$ cat config.mk
export PLATFORM = sky130hd
export DESIGN_NAME = ivm_vector_map
export DESIGN_NICKNAME = d
export VERILOG_FILES = /design/src/ivm_pkg.sv /design/src/ivm_vector_map.sv /design/src/ivm_gate.sv
export SDC_FILE = /design/constraint.sdc
export NUM_CORES = 1
export LEC_CHECK = 0
export ABC_AREA = 1
export BUFFER_PORTS_ARGS = -buffer_cell sky130_fd_sc_hd__buf_2
export CAP_MARGIN = 10
export CORE_AREA = 2 2 60 62
export DETAILED_ROUTE_END_ITERATION = 10
export DIE_AREA = 0 0 62 64
export PLACE_DENSITY = 0.72
export RECOVER_POWER = 100
export SYNTH_ARGS = -nofsm -noshare
export SYNTH_HDL_FRONTEND = slang
export SYNTH_HIERARCHICAL = 1
export SYNTH_SLANG_ARGS = --single-unit
$ cat constraint.sdc
create_clock -name i_core_clk -period 2.35 [get_ports i_core_clk]
set_input_delay 0.705 -clock i_core_clk [delete_from_list [all_inputs] [get_ports i_core_clk]]
set_output_delay 0.705 -clock i_core_clk [all_outputs]
set_load 0.1 [all_outputs]
$ cat src/ivm_pkg.sv
package ivm_pkg;
	localparam int NSRC = 11;
	localparam logic [7:0] OFS_UNIMP   = 8'hf8;
	localparam logic [7:0] OFS_SW_TRAP = 8'hf6;
	localparam logic [7:0] OFS_LNK_ERR = 8'hf4;
	localparam logic [7:0] OFS_LNK_EXT = 8'hf2;
	localparam logic [7:0] OFS_PER     = 8'hf0;
	localparam logic [7:0] OFS_SER     = 8'hd8;
	localparam logic [7:0] OFS_OSC     = 8'hc8;
	localparam logic [7:0] OFS_LOCK    = 8'hc6;
	localparam logic [7:0] OFS_FERR    = 8'hba;
	localparam logic [7:0] OFS_FCMD    = 8'hb8;
	localparam logic [7:0] OFS_LVW     = 8'h8a;
	localparam logic [7:0] OFS_SPUR    = 8'h80;
	localparam logic [7:0] BASE_RST    = 8'hff;
	// source index order: 0 lowest priority .. 10 highest
	localparam logic [NSRC*8-1:0] OFS_TABLE = {OFS_UNIMP, OFS_SW_TRAP, OFS_LNK_ERR, OFS_LNK_EXT,
		OFS_PER, OFS_SER, OFS_OSC, OFS_LOCK, OFS_FERR, OFS_FCMD, OFS_LVW};
	// wake capability per source, same order
	// periodic timer wakes from both modes as a chosen default
	localparam logic [NSRC-1:0] WAKE_STOP = 11'h1c0;
	localparam logic [NSRC-1:0] WAKE_WAIT = 11'h1e2;
	localparam logic [NSRC-1:0] X_MASKED  = 11'h100;
	localparam logic [NSRC-1:0] I_MASKED  = 11'h0ff;
endpackage

$ cat src/ivm_vector_map.sv
`timescale 1ns/1ps
// Function
// fixed priority follows vector order, higher offset wins
// vector base register lets software relocate the table
// vector is 16-bit: base high byte plus fixed low-byte offset
// unimplemented trap F8, software trap F6, unmaskable, no local enable
// link error F4, masked by X only, wakes from stop and wait
// link external F2, I masked, link irq enable, wakes stop and wait
// periodic timer F0, I masked, periodic timeout enable
// serial D8, I masked, rx or tx-empty enable, wakes wait only
// oscillator C8, I masked, own enable, no wake
// lock C6, I masked, lock enable, no wake
// flash error BA, I masked, single or double fault enable, no wake
// flash command B8, I masked, command-complete enable, wakes wait only
// low voltage 8A, I masked, low voltage enable, no stop wake
// spurious vector 80 when request vanishes before service
// reserved slots never requested
// highest-priority pending enabled request is presented
module ivm_vector_map (
	input  wire logic        i_core_clk,
	input  wire logic        i_rst_n,
	input  wire logic        i_base_we,
	input  wire logic [7:0]  i_base_wdata,
	input  wire logic        i_unimp_trap,
	input  wire logic        i_software_trap_instr,
	input  wire logic        i_die_link_err,
	input  wire logic        i_die_link_ext,
	input  wire logic        i_periodic_timer,
	input  wire logic        i_serial_rx,
	input  wire logic        i_serial_tx_empty,
	input  wire logic        i_osc_status,
	input  wire logic        i_pll_lock,
	input  wire logic        i_flash_single_fault,
	input  wire logic        i_flash_double_fault,
	input  wire logic        i_flash_cmd_done,
	input  wire logic        i_low_voltage_warning,
	input  wire logic        i_die_link_irq_enable,
	input  wire logic        i_periodic_timeout_irq_enable,
	input  wire logic        i_serial_rx_irq_enable,
	input  wire logic        i_serial_tx_empty_irq_enable,
	input  wire logic        i_oscillator_irq_enable,
	input  wire logic        i_lock_irq_enable,
	input  wire logic        i_single_fault_irq_enable,
	input  wire logic        i_double_fault_irq_enable,
	input  wire logic        i_command_complete_irq_enable,
	input  wire logic        i_low_voltage_irq_enable,
	input  wire logic        i_cond_i,
	input  wire logic        i_cond_x,
	input  wire logic        i_in_stop,
	input  wire logic        i_in_wait,
	input  wire logic        i_fetch,
	output logic             o_irq,
	output logic      [15:0] o_vector,
	output logic      [7:0]  o_vector_base,
	output logic             o_wake
);
	logic [7:0]  vector_base_reg;
	logic [10:0] raw;
	logic [10:0] en;
	logic [10:0] active;
	logic [3:0]  win;
	logic        any;
	logic [7:0]  ofs_next;
	logic [15:0] vector_reg;
	logic        wake_reg;

	// raw requests; the serial and flash-error lines are merged here so each gets one slot
	assign raw = {i_unimp_trap, i_software_trap_instr, i_die_link_err, i_die_link_ext,
		i_periodic_timer, i_serial_rx | i_serial_tx_empty, i_osc_status, i_pll_lock,
		i_flash_single_fault | i_flash_double_fault, i_flash_cmd_done,
		i_low_voltage_warning};
	// per-source gating of each half keeps a disabled half from sneaking in via the other
	assign en = {1'b1, 1'b1, 1'b1,
		i_die_link_irq_enable,
		i_periodic_timeout_irq_enable,
		(i_serial_rx & i_serial_rx_irq_enable)
			| (i_serial_tx_empty & i_serial_tx_empty_irq_enable),
		i_oscillator_irq_enable,
		i_lock_irq_enable,
		(i_flash_single_fault & i_single_fault_irq_enable)
			| (i_flash_double_fault & i_double_fault_irq_enable),
		i_command_complete_irq_enable,
		i_low_voltage_irq_enable};

	ivm_gate u_gate (
		.i_raw      (raw),
		.i_local_en (en),
		.i_cond_i   (i_cond_i),
		.i_cond_x   (i_cond_x),
		.o_active   (active)
	);

	always_comb begin
		win = 4'h0;
		any = 1'b0;
		for (int k = 0; k < 11; k++) begin
			if (active[k]) begin
				win = 4'(k);
				any = 1'b1;
			end
		end
		ofs_next = any ? ivm_pkg::OFS_TABLE[win*8 +: 8] : ivm_pkg::OFS_SPUR;
	end

	always_ff @(posedge i_core_clk) begin
		if (!i_rst_n) begin
			vector_base_reg <= ivm_pkg::BASE_RST;
		end else if (i_base_we) begin
			vector_base_reg <= i_base_wdata;
		end
	end

	// vector is latched at fetch so a vanished request still yields the spurious slot
	always_ff @(posedge i_core_clk) begin
		if (!i_rst_n) begin
			vector_reg <= {ivm_pkg::BASE_RST, ivm_pkg::OFS_SPUR};
		end else if (i_fetch) begin
			vector_reg <= {vector_base_reg, ofs_next};
		end
	end

	// masked or disabled sources never wake the core, same gating as the vector path
	always_ff @(posedge i_core_clk) begin
		if (!i_rst_n) begin
			wake_reg <= 1'b0;
		end else begin
			wake_reg <= (i_in_stop & |(active & ivm_pkg::WAKE_STOP))
				| (i_in_wait & |(active & ivm_pkg::WAKE_WAIT));
		end
	end

	assign o_irq         = any;
	assign o_vector      = vector_reg;
	assign o_vector_base = vector_base_reg;
	assign o_wake        = wake_reg;

	a_fetch_vector: assert property (@(posedge i_core_clk) disable iff (!i_rst_n)
		i_fetch |=> o_vector == {$past(vector_base_reg), $past(ofs_next)})
		else $error("vector not latched at fetch");
	a_spurious_vec: assert property (@(posedge i_core_clk) disable iff (!i_rst_n)
		(i_fetch && !any) |=> o_vector[7:0] == 8'h80)
		else $error("spurious vector missing");
	a_trap_top: assert property (@(posedge i_core_clk) disable iff (!i_rst_n)
		(i_fetch && i_unimp_trap) |=> o_vector[7:0] == 8'hf8)
		else $error("trap not highest");
	a_sw_trap_unmask: assert property (@(posedge i_core_clk) disable iff (!i_rst_n)
		(i_fetch && i_software_trap_instr && !i_unimp_trap) |=> o_vector[7:0] == 8'hf6)
		else $error("software trap lost");
	a_err_xmask: assert property (@(posedge i_core_clk) disable iff (!i_rst_n)
		(i_die_link_err && !i_cond_x) |-> o_irq)
		else $error("link error not raised");
	a_imask_block: assert property (@(posedge i_core_clk) disable iff (!i_rst_n)
		(i_cond_i && i_cond_x && !i_unimp_trap && !i_software_trap_instr) |-> !o_irq)
		else $error("i mask ignored");
	a_base_write: assert property (@(posedge i_core_clk) disable iff (!i_rst_n)
		i_base_we |=> o_vector_base == $past(i_base_wdata))
		else $error("base not written");
	a_no_stop_wake: assert property (@(posedge i_core_clk) disable iff (!i_rst_n)
		(i_in_stop && !i_in_wait && (active & 11'h1c0) == 11'h000) |=> !o_wake)
		else $error("wrong stop wake");
	a_prio_order: assert property (@(posedge i_core_clk) disable iff (!i_rst_n)
		(i_fetch && active[1] && active[0]) |=> o_vector[7:0] != 8'h8a)
		else $error("priority wrong");
	a_sw_trap_nomask: assert property (@(posedge i_core_clk) disable iff (!i_rst_n)
		(i_software_trap_instr && i_cond_i && i_cond_x) |-> o_irq)
		else $error("software trap masked");
	a_err_wakes: assert property (@(posedge i_core_clk) disable iff (!i_rst_n)
		(i_in_stop && i_die_link_err && !i_cond_x) |=> o_wake)
		else $error("link error did not wake");
	a_lnk_err_x: assert property (@(posedge i_core_clk) disable iff (!i_rst_n)
		(i_fetch && i_die_link_err && i_cond_x) |=> o_vector[7:0] != 8'hf4)
		else $error("x mask ignored");
	a_ext_wakes: assert property (@(posedge i_core_clk) disable iff (!i_rst_n)
		((i_in_stop || i_in_wait) && i_die_link_ext && i_die_link_irq_enable && !i_cond_i)
		|=> o_wake)
		else $error("link external did not wake");
	a_ext_enable: assert property (@(posedge i_core_clk) disable iff (!i_rst_n)
		(i_fetch && !i_die_link_irq_enable) |=> o_vector[7:0] != 8'hf2)
		else $error("link external taken while disabled");
	a_timer_vector: assert property (@(posedge i_core_clk) disable iff (!i_rst_n)
		(i_fetch && i_periodic_timer && i_periodic_timeout_irq_enable && !i_cond_i
			&& !i_unimp_trap && !i_software_trap_instr && !i_die_link_err && !i_die_link_ext)
		|=> o_vector[7:0] == 8'hf0)
		else $error("periodic timer vector wrong");
	a_timer_enable: assert property (@(posedge i_core_clk) disable iff (!i_rst_n)
		(i_fetch && !i_periodic_timeout_irq_enable) |=> o_vector[7:0] != 8'hf0)
		else $error("periodic timer taken while disabled");
	a_serial_gate: assert property (@(posedge i_core_clk) disable iff (!i_rst_n)
		(i_fetch && !(i_serial_rx && i_serial_rx_irq_enable)
			&& !(i_serial_tx_empty && i_serial_tx_empty_irq_enable))
		|=> o_vector[7:0] != 8'hd8)
		else $error("serial taken while disabled");
	a_serial_wait: assert property (@(posedge i_core_clk) disable iff (!i_rst_n)
		(i_in_wait && i_serial_rx && i_serial_rx_irq_enable && !i_cond_i) |=> o_wake)
		else $error("serial did not wake from wait");
	a_osc_gate: assert property (@(posedge i_core_clk) disable iff (!i_rst_n)
		(i_fetch && !i_oscillator_irq_enable) |=> o_vector[7:0] != 8'hc8)
		else $error("oscillator taken while disabled");
	a_lock_gate: assert property (@(posedge i_core_clk) disable iff (!i_rst_n)
		(i_fetch && !i_lock_irq_enable) |=> o_vector[7:0] != 8'hc6)
		else $error("lock taken while disabled");
	a_ferr_gate: assert property (@(posedge i_core_clk) disable iff (!i_rst_n)
		(i_fetch && !(i_flash_single_fault && i_single_fault_irq_enable)
			&& !(i_flash_double_fault && i_double_fault_irq_enable))
		|=> o_vector[7:0] != 8'hba)
		else $error("flash error taken while disabled");
	a_cmd_gate: assert property (@(posedge i_core_clk) disable iff (!i_rst_n)
		(i_fetch && !i_command_complete_irq_enable) |=> o_vector[7:0] != 8'hb8)
		else $error("flash command taken while disabled");
	a_cmd_wait: assert property (@(posedge i_core_clk) disable iff (!i_rst_n)
		(i_in_wait && i_flash_cmd_done && i_command_complete_irq_enable && !i_cond_i)
		|=> o_wake)
		else $error("flash command did not wake from wait");
	a_quiet_no_wake: assert property (@(posedge i_core_clk) disable iff (!i_rst_n)
		((active & 11'h1e2) == 11'h000) |=> !o_wake)
		else $error("wake from a source that cannot wake");
	a_lvw_gate: assert property (@(posedge i_core_clk) disable iff (!i_rst_n)
		(i_fetch && !i_low_voltage_irq_enable) |=> o_vector[7:0] != 8'h8a)
		else $error("low voltage taken while disabled");
	a_reserved_slot: assert property (@(posedge i_core_clk) disable iff (!i_rst_n)
		i_fetch |=> o_vector[7:0] inside {8'hf8, 8'hf6, 8'hf4, 8'hf2, 8'hf0, 8'hd8,
			8'hc8, 8'hc6, 8'hba, 8'hb8, 8'h8a, 8'h80})
		else $error("reserved vector presented");
	a_irq_needs_req: assert property (@(posedge i_core_clk) disable iff (!i_rst_n)
		(raw == 11'h000) |-> !o_irq)
		else $error("request without a source");
	a_pend_served: assert property (@(posedge i_core_clk) disable iff (!i_rst_n)
		(i_fetch && o_irq) |=> o_vector[7:0] != 8'h80)
		else $error("pending request given spurious vector");
	c_spur: cover property (@(posedge i_core_clk) i_fetch && !any);
	c_two: cover property (@(posedge i_core_clk) i_fetch && active[5] && active[2]);
	c_wake: cover property (@(posedge i_core_clk) o_wake);
	c_trap_fetch: cover property (@(posedge i_core_clk) i_fetch && i_unimp_trap);
	c_base_move: cover property (@(posedge i_core_clk) i_base_we && i_base_wdata != 8'hff);
endmodule // ivm_vector_map

$ cat src/ivm_gate.sv
`timescale 1ns/1ps
module ivm_gate (
	input  wire logic [10:0] i_raw,
	input  wire logic [10:0] i_local_en,
	input  wire logic        i_cond_i,
	input  wire logic        i_cond_x,
	output logic      [10:0] o_active
);
	genvar g;
	generate
		for (g = 0; g < 11; g++) begin : g_src
			assign o_active[g] = i_raw[g] & i_local_en[g]
				& ~(ivm_pkg::I_MASKED[g] & i_cond_i)
				& ~(ivm_pkg::X_MASKED[g] & i_cond_x);
		end
	endgenerate
endmodule // ivm_gate

# [After elaboration in Yosys (flattened, before gate mapping)]
# Cells that the tools add are included.
# W data, S select, Z words.
[totals] ff_bits=25 in_bits=39 output_inout_bits=26 word_cells=58
[op_classes] shift=1 n_mux=22 bitwise_logic=30 reduce_logical=2
[ops] operator="$shiftx A88 B8 Y8 const A" n=1
[ops] operator="$mux W4" n=8
[ops] operator="$and A1 B1 Y1" n=23
[ops] operator="$mux W1" n=12
[ops] operator="$mux W8" n=1
[ops] operator="$or A1 B1 Y1" n=5
[ops] operator="$reduce_or A5 Y1" n=1
[ops] operator="$reduce_or A3 Y1" n=1
[ops] operator="$mux W2" n=1
[ops] operator="$not A1 Y1" n=2

# [Logic depth before layout (Yosys ltp)]
# Gate-level depths: netlist of the first run.
[logic_depth] depth_word=15 mapped_depth=20 mapped_depth_nobuf=20

# [Modules after synthesis]
# The synthesis of the first run kept the hierarchy.
[by_module_without_submodules] module="ivm_vector_map" n_inst=1 cells_each=166 area_per_inst_um2=1174.9 seq_area_each_um2=480.5
[by_module_without_submodules] module="ivm_gate" n_inst=1 cells_each=23 area_per_inst_um2=93.8 seq_area_each_um2=0.0

# [Least setup slack after synthesis of the first run]
# OpenSTA, ideal clock, no wires.
[synth_timing] path_kind="input to output" startpoint="in i_serial_rx" endpoint="out o_irq" t_arrival_ns=1.812 required_time_ns=1.645 path_slack_ns=-0.167 stages=7 path_buffers=0 path_cell_list="or2_2 nand2_1 nor2_1 nor2_1 nand2_1 nor2_4 nand2_2"
[synth_between] elab_chain_len=10 elab_cells_between_ends=11 cone_classes="6 x mux; 5 x bitwise"
[synth_lines] item="start: declaration" line="ivm_vector_map.sv:29" text="input wire logic i_serial_rx,"
[synth_lines] item="$and A1 B1 Y1" line="ivm_vector_map.sv:76" text="(i_serial_rx & i_serial_rx_irq_enable)"
[synth_lines] item="$or A1 B1 Y1" line="ivm_vector_map.sv:77" text="| (i_serial_tx_empty & i_serial_tx_empty_irq_enable),"
[synth_lines] item="$and A1 B1 Y1 (*)" line="ivm_gate.sv:12" text="assign o_active[g] = i_raw[g] & i_local_en[g]"
[synth_lines] item="$and A1 B1 Y1 (*)" line="ivm_gate.sv:13" text="& ~(ivm_pkg::I_MASKED[g] & i_cond_i)"
[synth_lines] item="via active[5]" line="ivm_vector_map.sv:60" text="logic [10:0] active;"
[synth_lines] item="$mux W1 (*) (6 in series)" line="ivm_vector_map.sv:97" text="if (active[k]) begin"
[synth_lines] item="end: declaration" line="ivm_vector_map.sv:52" text="output logic o_irq,"
# Mark *: on every way through the listed nets, which the timed path passes. The rest lies on a longest branch.

# [Final worst setup path of the first run]
[layout_timing] startpoint="in i_serial_tx_empty" endpoint="out o_irq"
[layout_between] elab_cells_between_ends=11 cone_classes="6 x mux; 5 x bitwise"
[layout_lines] item="start: declaration" line="ivm_vector_map.sv:30" text="input wire logic i_serial_tx_empty,"
[layout_lines] item="$or A1 B1 Y1" line="ivm_vector_map.sv:69" text="i_periodic_timer, i_serial_rx | i_serial_tx_empty, i_osc_status, i_pll_lock,"
[layout_lines] item="via raw[5]" line="ivm_vector_map.sv:58" text="logic [10:0] raw;"
[layout_lines] item="$and A1 B1 Y1" line="ivm_gate.sv:12"
[layout_lines] item="$and A1 B1 Y1" line="ivm_gate.sv:13"
[layout_lines] item="via active[5]" line="ivm_vector_map.sv:60"
[layout_lines] item="$mux W1 (6 in series)" line="ivm_vector_map.sv:97"
# The timed path passes the listed nets, and every way through them passes these cells.

==> impl_metrics.ini, run 1 <==
[run_status]
outcome = finished, violations left
failed_checks = negative setup slack

[cells_and_area]
syn2layout_area_growth_pct = 47.2
multi_input_area_um2 = 736
design_area_mm2 = 0.00187
insertedDiodeCount = 0
fillerInstances = 346
final_cells = 315
regArea_um2 = 480
nets = 313
drive_above_1_share_pct = 37.5

[power_and_ir_drop]
fin_total_pwr_mw = 1.19
pwr-share-clk_pct = 17.7
p_sw_share_pct = 43.3
p_seq_share_pct = 38.1
pwr-share-comb_pct = 44.2
switchingPower_mw = 0.518
p_leak_nw = 1.01
ir_drop_mv = 0.403
internal_power_mw = 0.677
p_per_area_mw_per_mm2 = 640

[clocking]
cts_buffers = 3
path_clk_slew_ns = 0.12
cts_tree = yes
cts_sinks = 24
cts_max_level = 1
cts-root-buf = clkbuf_4
clk_latency_ns = 0.31
cts_buffer_depth = 2

[place]
routabilityCongestion = 0.896
postPlaceCellArea_mm2 = 0.00175
numPortBuffers = 63
dpl.cell_count = 308
dp_hpwl_um = 2340

[floorplan]
num_rows = 21
io_pins = 65
die_x_um = 62
core-area_mm2 = 0.00328
initial_utilization_pct = 38.6
die_h_um = 64
dieArea_mm2 = 0.00397

[worst_setup_path]
cp-start-kind = primary input
worstPathArrival_ns = 1.81
reg2reg_slack_ns = 1.70
crit_fanout = 3
rr_worst_depth = 2
timing.rr.end = o_vector[3]$_SDFFE_PN0P_
critPathKind = primary input to output port
cp.required_ns = 1.64
crit_path_end_kind = output port
r2r-start = o_vector[3]$_SDFFE_PN0P_

[yosys]
synth_area_mm2 = 0.00127
synth_top_cell_area_share_pct = 37.9
synthArstFlopShare_pct = 0
synth_flop_cell = dfxtp_1
synth-warning-count = 6
synthMuxAreaShare_pct = 0
yosys.area_share.xor_xnor_pct = 0
synth.most_common_cell = nand2_1
synth_area_leader_cell = dfxtp_1
ys_types = 25
synth_compound_area_share_pct = 8.97
synthAdderAreaFrac_pct = 3.94
yosys_register_bits = 24
seq_area_frac_synth_pct = 37.9
synth.area.top_cells = dfxtp_1, nand2_1, nand3_1
synth_top_family_by_area = simple AND/OR/NAND/NOR gates
synthCells = 189
synth-edff-count = 0
yosys.area_share.simple_pct = 39.8
syn_avg_cell_area_um2 = 6.71
synth_commonest_cells = nand2_1, dfxtp_1, nand3_1

[routing]
drtIter0Drc = 65
vias_per_cell = 4.33
vias = 1364
first_pass_iters = 4
route.detailed.drc = 0
ant_nets = 0
totalWireLength_um = 3160
avgRoutedWirePerCell_um = 10.0

[timing]
skew_ns = 0.000686
maxSlewViolCount = 0
finalHoldViolations = 0
min_period_ns = 2.51
fmax_mhz = 398
min_period_over_period_pct = 107
setup_viol = 1
tightest_slew_ns = 0.587
slew_headroom_pct = 60.8
worst_slack_ns = -0.161
rsz0062_at_grt = true
setup_tns_ns = -0.161
timing.hold.ws_ns = 0.467

[global_route]
grt_pass1_wl_um = 5160
grt_pass1_vias = 1281
grt_max_degree = 21
antenna_found_initial = 0
globalRouteOverflowTotal = 0
grt_usage_pct = 16.4

[min_path]
hold_depth = 2
min_to = o_vector[15]$_SDFFE_PN1P_
min_from = o_vector[15]$_SDFFE_PN1P_
hp-class = flip-flop to flip-flop

[job]
max-cap-violations = 0
[critical path, stage by stage]
cell and delay [ns]:
buf_6 0.09, or2_4 0.23, nand2_2 0.07, nor2_2 0.04
nor2_1 0.14, nand2_1 0.12, nor2_4 0.16, nand2_8 0.07
buf_12 0.16
[layout by cell type (no fill, tap or decap)]
cell type / count
clkbuf_1: 3
nor3_1: 1
ha_4: 1
a21oi_4: 1
ha_1: 3
nand3_1: 19
buf_4: 17
conb_1: 4
nand2_1: 70
a22o_1: 2
nor2_8: 1
o21ai_0: 3
or2_4: 2
a21oi_1: 6
inv_1: 17
nor3_4: 1
buf_12: 1
clkbuf_2: 24
inv_2: 1
dfxtp_1: 24
buf_6: 4
a21oi_2: 2
nand2_8: 1
nor2_1: 13
nand2_2: 5
inv_4: 1
nor2_2: 2
o211ai_1: 2
nor2_4: 1
buf_2: 32
clkbuf_8: 1
clkbuf_4: 3
a31oi_1: 1
[sequential cells by signal (all words and copies together) (netlist names)]
name           flops
o_vector          15
o_wake             1
o_vector_base      8
[per-stage QoR]
step	worst slack (ns)	util, %
floorplan	0.0294	-
global placement	-0.279	53.4
detailed placement	-0.296	53.4
CTS	-0.177	55.5
global route	-0.218	56.9
finish	-0.161	56.9
[worst max-delay path by stage]
stage / to / cells after the start / startpoint / slack (ns)
global placement: o_irq / 9 / i_serial_rx / -0.28
finish: o_irq / 9 / i_serial_tx_empty / -0.16
floorplan: o_irq / 7 / i_serial_rx / 0.03
detailed placement: o_irq / 9 / i_serial_rx / -0.30
CTS: o_irq / 9 / i_serial_tx_empty / -0.18
global route: o_irq / 9 / i_single_fault_irq_enable / -0.22
[cells by family (layout without fill, tap and decap cells)]
family / Yosys count / after routing
simple gates: 116 / 116
buf+inv: 26 / 104
flops: 24 / 24
compound gates: 17 / 17
fa+ha+maj: 4 / 4
other cells: 2 / 4
[power by group through the flow]
| stage | clock network [mW] | registers [mW] | logic [mW] |
|---|---|---|---|
| floorplan | 0 | 0.684 | 0.168 |
| global placement | 0 | 0.462 | 0.504 |
| detailed placement | 0 | 0.463 | 0.507 |
| CTS | 0.214 | 0.454 | 0.518 |
| global route | 0.236 | 0.459 | 0.565 |
| finish | 0.212 | 0.455 | 0.528 |
[metal layers]
metal | part of all wire [%] | routed length, µm | vias up | GRT usage [%]
met4 | 0 | 0 | 0 | 2.39
li1 | - | - | 743 | -
met3 | 6.2 | 197 | 0 | 3.85
met2 | 50 | 1570 | 37 | 28.6
met1 | 44 | 1390 | 584 | 20.3
met5 | 0 | 0 | - | 0
[area by class of cell]
type                    instances  share of cell area [%]
multi-input cells             141                    39.4
repair buffers                 81                    25.9
flip-flops and latches         24                    25.7
inverters                      19                    3.95
well taps                      46                    3.08
clock buffers                   4                    1.94
[what timing repair did]
action	4_1_cts	5_1_grt
hold endpoints to repair	0	0
buffers inserted	1	2
hold buffers	0	0
gates resized for setup	6	12
pin swaps	6	11
endpoints found under the setup margin	1	6
Power figures use the tool's default switching activity.
==> inputs of run 2 (changes only) <==
RECOVER_POWER = 50   (was 100)
==> run 2 against run 1 <==
Compared with the run above: the flow still finishes with violations (negative setup slack); non-clock buffer count unchanged; cell area is 0.54% higher; die area stayed put; core utilization up 0.30 points; fmax about the same; clock skew barely moved.
==> impl_metrics.ini, run 2 (synthesis gave the netlist of run 1 again) <==
[run_status]
outcome = finished, violations left
failed_checks = negative setup slack

[timing]
rsz0062_at_grt = true
min_period_ns = 2.51
maxSlewViolCount = 0
skew_ns = 0.000682
tightest_slew_ns = 0.568
setup_viol = 1
worst_slack_ns = -0.162
setup_tns_ns = -0.162
slew_headroom_pct = 62.1
fmax_mhz = 398
finalHoldViolations = 0
min_period_over_period_pct = 107

[cells_and_area]
utilization_pct = 57.2
design_area_mm2 = 0.00188
multi_input_area_um2 = 746
fillerInstances = 345
insertedDiodeCount = 0
regArea_um2 = 480
nets = 313
syn2layout_area_growth_pct = 48.0
final_common_cell = nand2_1
drive_above_1_share_pct = 38.7
final_cells = 315
largest_reg_flops = 15
mostFrequentLayoutCells = nand2_1, buf_2, dfxtp_1

[floorplan]
die_x_um = 62
die_h_um = 64
num_rows = 21
dieArea_mm2 = 0.00397
io_pins = 65
initial_utilization_pct = 38.6
core-area_mm2 = 0.00328

[worst_setup_path]
crit_fanout = 3
cp-start-kind = primary input
cp.required_ns = 1.64
max_stage_delay_ns = 0.23
cp_cell_sequence = buf_6 > or2_4 > nand2_2 > nor2_2 > nor2_1 > nand2_1 > nor2_4 > nand2_8 > buf_12
crit_path_end_kind = output port
worst_path_max_delay_cell = or2_4
critPathKind = primary input to output port
worstPathArrival_ns = 1.81

[global_route]
grt_usage_pct = 16.4
globalRouteOverflowTotal = 0
antenna_found_initial = 0
grt_max_degree = 21
grt_pass1_vias = 1281
grt_pass1_wl_um = 5160

[clocking]
path_clk_slew_ns = 0.12
cts_buffers = 3
cts_tree = yes
cts_hold_buf = 0
cts-root-buf = clkbuf_4
cts_max_level = 1
cts_sinks = 24
cts_buffer_depth = 2
clk_latency_ns = 0.31

[place]
dp_hpwl_um = 2340
numPortBuffers = 63
postPlaceCellArea_mm2 = 0.00175
routabilityCongestion = 0.896
dpl.cell_count = 308

[power_and_ir_drop]
fin_total_pwr_mw = 1.20
p_leak_nw = 0.997
p_per_area_mw_per_mm2 = 638
ir_drop_mv = 0.402

[routing]
route.detailed.drc = 0
vias_per_cell = 4.33
totalWireLength_um = 3150
vias = 1365
first_pass_iters = 4
ant_nets = 0
avgRoutedWirePerCell_um = 10.0
drtIter0Drc = 59

[min_path]
hp-class = flip-flop to flip-flop

[job]
max-cap-violations = 0
==> run 2: cell count changes in the layout (fill, tap and decap cells not counted) <==
cell,change
buf_2,+18
clkbuf_2,-18
inv_1,-1
inv_2,+1
nand2_1,-1
nand2_2,+1
nor2_1,-1
nor2_4,+1
==> run 2: critical path: cells and delay by family <==
kind	cells	cell delay, ns
and+or+nand+nor	7	0.83
buffers and inverters	2	0.25
==> run 2: cell type report <==
type / count / share of cell area (%)
clock buffers: 4 / 1.93
inverters: 19 / 3.93
multi-input cells: 141 / 39.7
flip-flops and latches: 24 / 25.6
well taps: 46 / 3.06
repair buffers: 81 / 25.8
==> run 2: routing by layer <==
layer	wire length [µm]	vias up	global-route usage, %
met3	196	0	3.85
met2	1580	37	28.6
met1	1380	586	20.3
li1	-	742	-
met5	0	-	0
met4	0	0	2.39
==> run 2: repair_timing <==
item                       CTS  global route
setup endpoints to repair    1             6
buffers inserted             1             2
resized for setup            6            12
pin swaps                    6            11
==> run 2: report_power, final <==
group | switching (mW) | internal [mW]
clock | 0.116 | 0.0947
sequential | 0.0165 | 0.438
combinational | 0.386 | 0.147
total | 0.518 | 0.680
==> run 2: worst paths after layout <==
path,start,endpoint,slack (ns),cells after the start
worst max-delay path,i_serial_tx_empty,o_irq,-0.16,9
worst max register to register,o_vector[3]$_SDFFE_PN0P_,o_vector[3]$_SDFFE_PN0P_,1.70,2
worst min register to register,o_vector[15]$_SDFFE_PN1P_,o_vector[15]$_SDFFE_PN1P_,0.47,2
worst min-delay path,o_vector[15]$_SDFFE_PN1P_,o_vector[15]$_SDFFE_PN1P_,0.47,2
==> run 2: metrics by stage <==
stage               setup WS, ns  hold WS, ns
floorplan                 0.0294        0.827
global placement          -0.279        0.433
detailed placement        -0.296        0.437
CTS                       -0.177        0.468
global route              -0.218        0.490
finish                    -0.162        0.466
